===== src/include/tmr16_regs.svh =====
/*
  Register offsets, field positions, reset values and timing counts of
  the 16-bit timer/counter. Assumes an 8-bit register port whose
  addresses are the printed offsets.
*/
`ifndef TMR16_REGS_SVH
`define TMR16_REGS_SVH

// ----------------------------------------------------------------------
// Register offsets
// ----------------------------------------------------------------------
`define TMR16_OFS_GLOB_CTL 8'h0B
`define TMR16_OFS_FLAG     8'h0C
`define TMR16_OFS_CNT_LO   8'h0E
`define TMR16_OFS_CNT_HI   8'h0F
`define TMR16_OFS_CTRL     8'h10
`define TMR16_OFS_ENABLE   8'h8C

// ----------------------------------------------------------------------
// Fields, reset values, timing
// ----------------------------------------------------------------------
`define TMR16_OVF_BIT      0
`define TMR16_CTRL_MASK    8'h3F
`define TMR16_CTRL_RST     8'h00
`define TMR16_FLAG_RST     1'b0
`define TMR16_GLOB_CTL_RST 8'h00
`define TMR16_SEVT_CODE    4'hB
`define TMR16_CNT_MAX      16'hFFFF
`define TMR16_INSTR_DIV    4

`endif


===== src/include/tmr16_pkg.sv =====
/*
  Types of the 16-bit timer/counter: control layout, compare unit view
  and the count source selection. Assumes tmr16_regs.svh for numbers.
*/
package tmr16_pkg;

  // ----------------------------------------------------------------------
  // Control register layout, bit 7 down to bit 0
  // ----------------------------------------------------------------------
  typedef struct packed {
    logic [1:0] unused;
    logic [1:0] prescale_select;
    logic       oscillator_enable;
    logic       sync_control;
    logic       clock_source_select;
    logic       run_enable;
  } tmr16_ctrl_type;

  // Compare unit view seen by the timer
  typedef struct packed {
    logic [3:0]  compare_mode_field;
    logic [15:0] compare_value;
  } tmr16_cmp_type;

  typedef enum logic [3:0] {
    SRC_OFF   = 4'b0001,
    SRC_TIMER = 4'b0010,
    SRC_SYNC  = 4'b0100,
    SRC_ASYNC = 4'b1000
  } tmr16_src_type;

endpackage


===== src/rtl/tmr16_top.sv =====
/*
  16-bit timer/counter with prescaler, overflow interrupt and compare
  special-event reset. Assumes the register master keeps one-cycle
  strobes and that all pin inputs are synchronous to sys_clk_in.
*/
`timescale 1ns/1ps
`include "tmr16_regs.svh"

module tmr16_top
  import tmr16_pkg::*;
#(
  parameter int INSTR_DIV = `TMR16_INSTR_DIV
)
(
  input  wire logic          sys_clk_in,
  input  wire logic          reset_in,
  input  wire logic          other_reset_in,
  input  wire logic [7:0]    reg_addr_in,
  input  wire logic [7:0]    reg_wdata_in,
  input  wire logic          reg_wr_in,
  input  wire logic          reg_rd_in,
  output logic      [7:0]    reg_rdata_out,
  input  wire tmr16_cmp_type cmp_one_in,
  input  wire tmr16_cmp_type cmp_two_in,
  input  wire logic          ext_clock_pin_in,
  input  wire logic [1:0]    pin_direction_c_in,
  output logic      [1:0]    pin_dir_eff_out,
  output logic               sevt_out,
  output logic               irq_out
);

  // ----------------------------------------------------------------------
  // Declarations
  // ----------------------------------------------------------------------
  tmr16_ctrl_type ctrl_r;
  tmr16_src_type  src;
  logic [15:0]    cnt_r;
  logic [7:0]     glob_ctl_r;
  logic [7:0]     rd_nxt;
  logic [7:0]     rdata_r;
  logic [$clog2(INSTR_DIV)-1:0] div_r;
  logic [2:0]     presc_r;
  logic           instr_en;
  logic           ext_prev_r;
  logic           ext_edge;
  logic           src_tick;
  logic           presc_hit;
  logic           sync_pend_r;
  logic           inc;
  logic           sevt;
  logic           ovf_set;
  logic           flag_r;
  logic           ie_r;
  logic           sevt_r;
  logic           wr_lo;
  logic           wr_hi;
  logic           wr_cnt;
  logic           wr_ctrl;
  logic           wr_flag;
  logic           wr_ie;
  logic           wr_glob_ctl;
  logic           rd_flag;

  function automatic logic [2:0] presc_mask(input logic [1:0] sel);
    presc_mask = 3'(4'(1) << sel) - 3'h1;
  endfunction

  function automatic logic cmp_match(input tmr16_cmp_type c,
                                     input logic [15:0] v);
    cmp_match = (c.compare_mode_field == `TMR16_SEVT_CODE) &&
                (c.compare_value == v);
  endfunction

  // ----------------------------------------------------------------------
  // Address decode
  // ----------------------------------------------------------------------
  assign wr_lo     = reg_wr_in && (reg_addr_in == `TMR16_OFS_CNT_LO);
  assign wr_hi     = reg_wr_in && (reg_addr_in == `TMR16_OFS_CNT_HI);
  assign wr_cnt    = wr_lo || wr_hi;
  assign wr_ctrl   = reg_wr_in && (reg_addr_in == `TMR16_OFS_CTRL);
  assign wr_flag   = reg_wr_in && (reg_addr_in == `TMR16_OFS_FLAG);
  assign wr_ie     = reg_wr_in && (reg_addr_in == `TMR16_OFS_ENABLE);
  assign wr_glob_ctl = reg_wr_in && (reg_addr_in == `TMR16_OFS_GLOB_CTL);
  assign rd_flag   = reg_rd_in && (reg_addr_in == `TMR16_OFS_FLAG);

  // ----------------------------------------------------------------------
  // Control register
  // ----------------------------------------------------------------------
  // Only power-on reset touches it; other_reset_in leaves it alone
  always_ff @(posedge sys_clk_in or posedge reset_in)
  begin
    if (reset_in)
      ctrl_r <= tmr16_ctrl_type'(`TMR16_CTRL_RST);
    else if (wr_ctrl)
      ctrl_r <= tmr16_ctrl_type'(reg_wdata_in & `TMR16_CTRL_MASK);
  end

  always_ff @(posedge sys_clk_in or posedge reset_in)
  begin
    if (reset_in)
      glob_ctl_r <= `TMR16_GLOB_CTL_RST;
    else if (other_reset_in)
      glob_ctl_r <= `TMR16_GLOB_CTL_RST;
    else if (wr_glob_ctl)
      glob_ctl_r <= reg_wdata_in;
  end

  assign pin_dir_eff_out = ctrl_r.oscillator_enable ? 2'b11
                                                    : pin_direction_c_in;

  // ----------------------------------------------------------------------
  // Count sources
  // ----------------------------------------------------------------------
  // Four system clocks make one instruction cycle
  always_ff @(posedge sys_clk_in or posedge reset_in)
  begin
    if (reset_in)
      div_r <= '0;
    else if (instr_en)
      div_r <= '0;
    else
      div_r <= div_r + 1'b1;
  end

  assign instr_en = (div_r == ($clog2(INSTR_DIV))'(INSTR_DIV - 1));

  always_ff @(posedge sys_clk_in or posedge reset_in)
  begin
    if (reset_in)
      ext_prev_r <= 1'b0;
    else
      ext_prev_r <= ext_clock_pin_in;
  end

  assign ext_edge = ext_clock_pin_in && !ext_prev_r;

  always_comb
  begin
    if (!ctrl_r.run_enable)
      src = SRC_OFF;
    else if (!ctrl_r.clock_source_select)
      src = SRC_TIMER;
    else if (ctrl_r.sync_control)
      src = SRC_ASYNC;
    else
      src = SRC_SYNC;
  end

  always_comb
  begin
    case (src)
      SRC_TIMER: src_tick = instr_en;
      SRC_SYNC:  src_tick = ext_edge;
      SRC_ASYNC: src_tick = ext_edge;
      default:   src_tick = 1'b0;
    endcase
  end

  // ----------------------------------------------------------------------
  // Prescaler
  // ----------------------------------------------------------------------
  assign presc_hit = src_tick &&
    ((presc_r & presc_mask(ctrl_r.prescale_select)) ==
     presc_mask(ctrl_r.prescale_select));

  always_ff @(posedge sys_clk_in or posedge reset_in)
  begin
    if (reset_in)
      presc_r <= 3'h0;
    else if (wr_cnt)
      presc_r <= 3'h0;
    else if (src_tick)
      presc_r <= presc_r + 3'h1;
  end

  // Synchronized path waits for the instruction-cycle boundary
  always_ff @(posedge sys_clk_in or posedge reset_in)
  begin
    if (reset_in)
      sync_pend_r <= 1'b0;
    else if (src != SRC_SYNC || instr_en)
      sync_pend_r <= 1'b0;
    else if (presc_hit)
      sync_pend_r <= 1'b1;
  end

  always_comb
  begin
    case (src)
      SRC_TIMER: inc = presc_hit;
      SRC_SYNC:  inc = (sync_pend_r || presc_hit) && instr_en;
      SRC_ASYNC: inc = presc_hit;
      default:   inc = 1'b0;
    endcase
  end

  // ----------------------------------------------------------------------
  // Count and special event
  // ----------------------------------------------------------------------
  // Match resets on the next advance, so period is compare value plus one
  assign sevt = inc && (cmp_match(cmp_one_in, cnt_r) ||
                        cmp_match(cmp_two_in, cnt_r));

  // No reset: the count keeps its value through every reset
  always_ff @(posedge sys_clk_in)
  begin
    if (wr_lo)
      cnt_r[7:0] <= reg_wdata_in;
    else if (wr_hi)
      cnt_r[15:8] <= reg_wdata_in;
    else if (sevt)
      cnt_r <= 16'h0000;
    else if (inc)
      cnt_r <= cnt_r + 16'h0001;
  end

  always_ff @(posedge sys_clk_in or posedge reset_in)
  begin
    if (reset_in)
      sevt_r <= 1'b0;
    else
      sevt_r <= sevt;
  end

  assign sevt_out = sevt_r;

  // ----------------------------------------------------------------------
  // Overflow flag and interrupt
  // ----------------------------------------------------------------------
  assign ovf_set = inc && !sevt && !wr_cnt &&
                   (cnt_r == `TMR16_CNT_MAX);

  // Hardware set beats a same-cycle read or write clear
  always_ff @(posedge sys_clk_in or posedge reset_in)
  begin
    if (reset_in)
      flag_r <= `TMR16_FLAG_RST;
    else if (ovf_set)
      flag_r <= 1'b1;
    else if (other_reset_in)
      flag_r <= `TMR16_FLAG_RST;
    else if (wr_flag)
      flag_r <= reg_wdata_in[`TMR16_OVF_BIT];
    else if (rd_flag)
      flag_r <= 1'b0;
  end

  always_ff @(posedge sys_clk_in or posedge reset_in)
  begin
    if (reset_in)
      ie_r <= 1'b0;
    else if (other_reset_in)
      ie_r <= 1'b0;
    else if (wr_ie)
      ie_r <= reg_wdata_in[`TMR16_OVF_BIT];
  end

  assign irq_out = flag_r && ie_r;

  // ----------------------------------------------------------------------
  // Read port
  // ----------------------------------------------------------------------
  always_comb
  begin
    rd_nxt = 8'h00;
    if (reg_addr_in == `TMR16_OFS_CNT_LO)
      rd_nxt = cnt_r[7:0];
    else if (reg_addr_in == `TMR16_OFS_CNT_HI)
      rd_nxt = cnt_r[15:8];
    else if (reg_addr_in == `TMR16_OFS_CTRL)
      rd_nxt = ctrl_r;
    else if (reg_addr_in == `TMR16_OFS_FLAG)
      rd_nxt = {7'h00, flag_r};
    else if (reg_addr_in == `TMR16_OFS_ENABLE)
      rd_nxt = {7'h00, ie_r};
    else if (reg_addr_in == `TMR16_OFS_GLOB_CTL)
      rd_nxt = glob_ctl_r;
  end

  always_ff @(posedge sys_clk_in or posedge reset_in)
  begin
    if (reset_in)
      rdata_r <= 8'h00;
    else if (reg_rd_in)
      rdata_r <= rd_nxt;
    else
      rdata_r <= 8'h00;
  end

  assign reg_rdata_out = rdata_r;
endmodule


===== config.mk =====
export PLATFORM = sky130hd
export DESIGN_NAME = tmr16_top
export DESIGN_NICKNAME = d
export VERILOG_FILES = /design/src/include/tmr16_pkg.sv /design/src/rtl/tmr16_top.sv
export VERILOG_INCLUDE_DIRS = /design/src /design/src/include
export SDC_FILE = /design/constraint.sdc
export NUM_CORES = 1
export LEC_CHECK = 0
export ABC_AREA = 1
export BUFFER_PORTS_ARGS = -buffer_cell sky130_fd_sc_hd__buf_2
export CORE_ASPECT_RATIO = 1.2
export CORE_MARGIN = 2
export CORE_UTILIZATION = 50
export CTS_CLUSTER_SIZE = 16
export DETAILED_ROUTE_END_ITERATION = 12
export PLACE_DENSITY = 0.77
export SLEW_MARGIN = 20
export SYNTH_ARGS = -nofsm -noshare
export SYNTH_HDL_FRONTEND = slang
export SYNTH_SLANG_ARGS = --single-unit

===== constraint.sdc =====
create_clock -name sys_clk_in -period 2.5 [get_ports sys_clk_in]
set_input_delay 0.25 -clock sys_clk_in [delete_from_list [all_inputs] [get_ports sys_clk_in]]
set_output_delay 0.25 -clock sys_clk_in [all_outputs]
set_load 0.01 [all_outputs]

==> qor.yml <==
outcome: "finished clean"
ctsHoldBuffers: 0
seq_power_share: 0.513
final_util: 0.600
synth_top_area_share: 0.227
slew_violations: 0
dp_hpwl_um: 7880
tritoncts.num_buffers: 5
grt_pass1_wl_um: 16000
r2r_end: "cnt_r[13]"
grt_util_all_layers: 0.272
synth_area_leaders: "dfrtp_1, nand2_1, edfxtp_1"
antenna_found_initial: 0
drtPass1Iterations: 5
synth_compound_area_frac: 0.0798
port_buffers: 75
r2r_start: "div_r[0]"
cp_common_cell: "nand2_1"
die_h_um: 96.0
fin_area_um2: 4120
worstMarginPinSlew_ps: 734
critical_path_class: "flop to flop"
final_cell_mix: "nand2_1, inv_1, buf_2"
num-nets-final: 681
cts_tree: "yes"
cp_slowest_cell: "a21oi_1"
post_cts_resized: 0
core_area_um2: 6850
clock_path_buffers: 2
io_pins: 76
std_cell_rows: 33
swShare: 0.251
finalPower_mw: 1.66
n_fill_cell: 637
cts_root_buffer: "clkbuf_8"
grt_max_degree: 33
switchingPower_mw: 0.417
wl_per_cell_um: 14.4
drive_above_1_share: 0.184
rsz0062_at_grt: "no"
initial_core_util: 0.515
timing.final.crit_period_ps: 2200
setup_viol: 0
drv_cap: 0
vias: 3754
fp.dieW_um: 80.7
postCtsSetupRepairBufs: 0
synth_mux_area_frac: 0.00319
post-place-ws_ps: 352
crit_fanout: 8
mostFrequentLayoutCell: "nand2_1"
setup_ws_ps: 299
leakagePower_nw: 2.30
finalCritPeriodShare: 0.880
grt_pass1_vias: 3511
synthDistinctLibCells: 33
synthAdderAreaFrac: 0.0106
tns_ps: 0
via_per_inst: 5.35
grt_overflow: 0
intPower_mw: 1.24
drt-initial-drc-count: 318
clkPwrFrac: 0.357
powerDensity_nw_per_um2: 403
placed_cells: 694
syn_inst: 537
drc: 0
holdWs_ps: 4.19
max_freq_mhz: 454
syn_area_um2: 3530
worstPathRequired_ps: 2440
critical-path-max-stage-delay_ps: 580
ir_worst_vdd_mv: 0.470
rr_worst_depth: 9
final-seq-area_um2: 1280
dieArea_um2: 7750
worst_setup_path_start_kind: "flop"
stdcell_count: 702
synth_top_cell_by_area: "dfrtp_1"
comb_power_share: 0.130
syn_nets: 604
syn_to_final_growth_pct: 16.6
avgSynthCellArea_um2: 6.57
postRouteAntennaNets: 0
clk_latency_ps: 310
synth-simple-area-share: 0.388
ys_seq_area_frac: 0.363
synth_xor_area_frac: 0.0447
ctsHtreeMaxLevel: 2
finalHoldViolCount: 0
crit_chain: "ha_1 -> nand2_1 -> nand2_2 -> nand2_1 -> nand2_1 -> nand3_1 -> nand2_2 -> inv_1 -> a21oi_1"
endpoint_kind: "flop"
gp_congestion: 0.942
synth_top_family_by_area: "simple AND/OR/NAND/NOR gates"
min_path_type: "input pin to asynchronous set/reset pin"
clock-sinks: 48
max_slew_margin: 0.511
cts.clk_slew.worst_paths_ps: 90
ys_seq_elements: 48
placed_area_um2: 3990
totalWireLength_um: 10100
skew_ps: 11.6
n_antenna_cell: 0
yosys_warnings: 0
rrSetupSlack_ps: 300
crit_arrival_ps: 2140
multiInputGateArea_um2: 1860
-- worst max-delay path: cells and delay by family, from the launching register on --
| kind | cells | cell delay, ps |
|---|---|---|
| adder cells (fa/ha/maj) | 1 | 220 |
| AO/OA/AOI/OAI | 1 | 580 |
| buffers and inverters | 1 | 90 |
| AND/OR/NAND/NOR | 6 | 590 |
| flip-flops | 1 | 360 |
-- metal layers --
metal,up-vias,share of wire,track usage
li1,1846,-,-
met1,1672,0.39,0.323
met3,39,0.081,0.0441
met2,197,0.48,0.478
met5,-,0,0
met4,0,0.044,0.129
-- area by class of cell --
cell class                 count  share of cell area
clock buffer                   7              0.0289
multi-input combinational    391               0.452
tap                           87              0.0265
timing repair buffer          79              0.0985
inverter                      89              0.0812
sequential                    48               0.311
clock inverter                 1             0.00213
-- power by group through the flow --
stage,combinational [mW],clock (mW),sequential [mW]
after floorplan,0.116,0,0.861
after global placement,0.205,0,0.864
after detailed placement,0.213,0,0.867
after CTS,0.215,0.596,0.850
after global routing,0.246,0.627,0.855
final,0.216,0.592,0.851
-- cells in the mapped netlist --
cell type / number
a21oi_1: 7
a221oi_1: 5
a32o_1: 1
buf_2: 3
buf_4: 3
buf_6: 1
clkbuf_1: 2
dfrtp_1: 32
edfxtp_1: 16
ha_1: 3
inv_1: 82
inv_2: 7
mux2_1: 1
nand2_1: 178
nand2_2: 5
nand2_4: 1
nand3_1: 38
nand3_2: 4
nand3b_1: 2
nand4_1: 8
nor2_1: 66
nor2_2: 3
nor2_4: 2
nor3_1: 8
nor3_2: 1
nor4_1: 2
o21ai_0: 29
o21ai_2: 1
o21bai_1: 1
o22ai_1: 5
or2_2: 2
xnor2_1: 5
xor2_1: 13
-- worst max-delay path by stage --
stage,startpoint,slack [ps],end,cells past startpoint
after floorplan,div_r[0],420,cnt_r[0],9
final,div_r[0],300,cnt_r[13],9
after detailed placement,div_r[0],350,cnt_r[11],9
after global routing,ctrl_r[4],120,cnt_r[10],9
after CTS,div_r[0],330,cnt_r[13],9
after global placement,div_r[0],420,cnt_r[14],9
-- cells by family after synthesis --
| logic type | count (synthesis) |
|---|---|
| compound gates | 49 |
| xor+xnor | 18 |
| fa+ha+maj | 3 |
| buf+inv | 98 |
| flops | 48 |
| mux | 1 |
| simple gates | 320 |
-- registers in the layout, indices dropped and copies added (netlist names) --
register       cells
ext_prev_r         1
ctrl_r             6
cnt_r             16
presc_r            3
ie_r               1
div_r              2
glob_ctl_r         8
sevt_out           1
sync_pend_r        1
flag_r             1
reg_rdata_out      8
(Power assumes the default switching activity.)
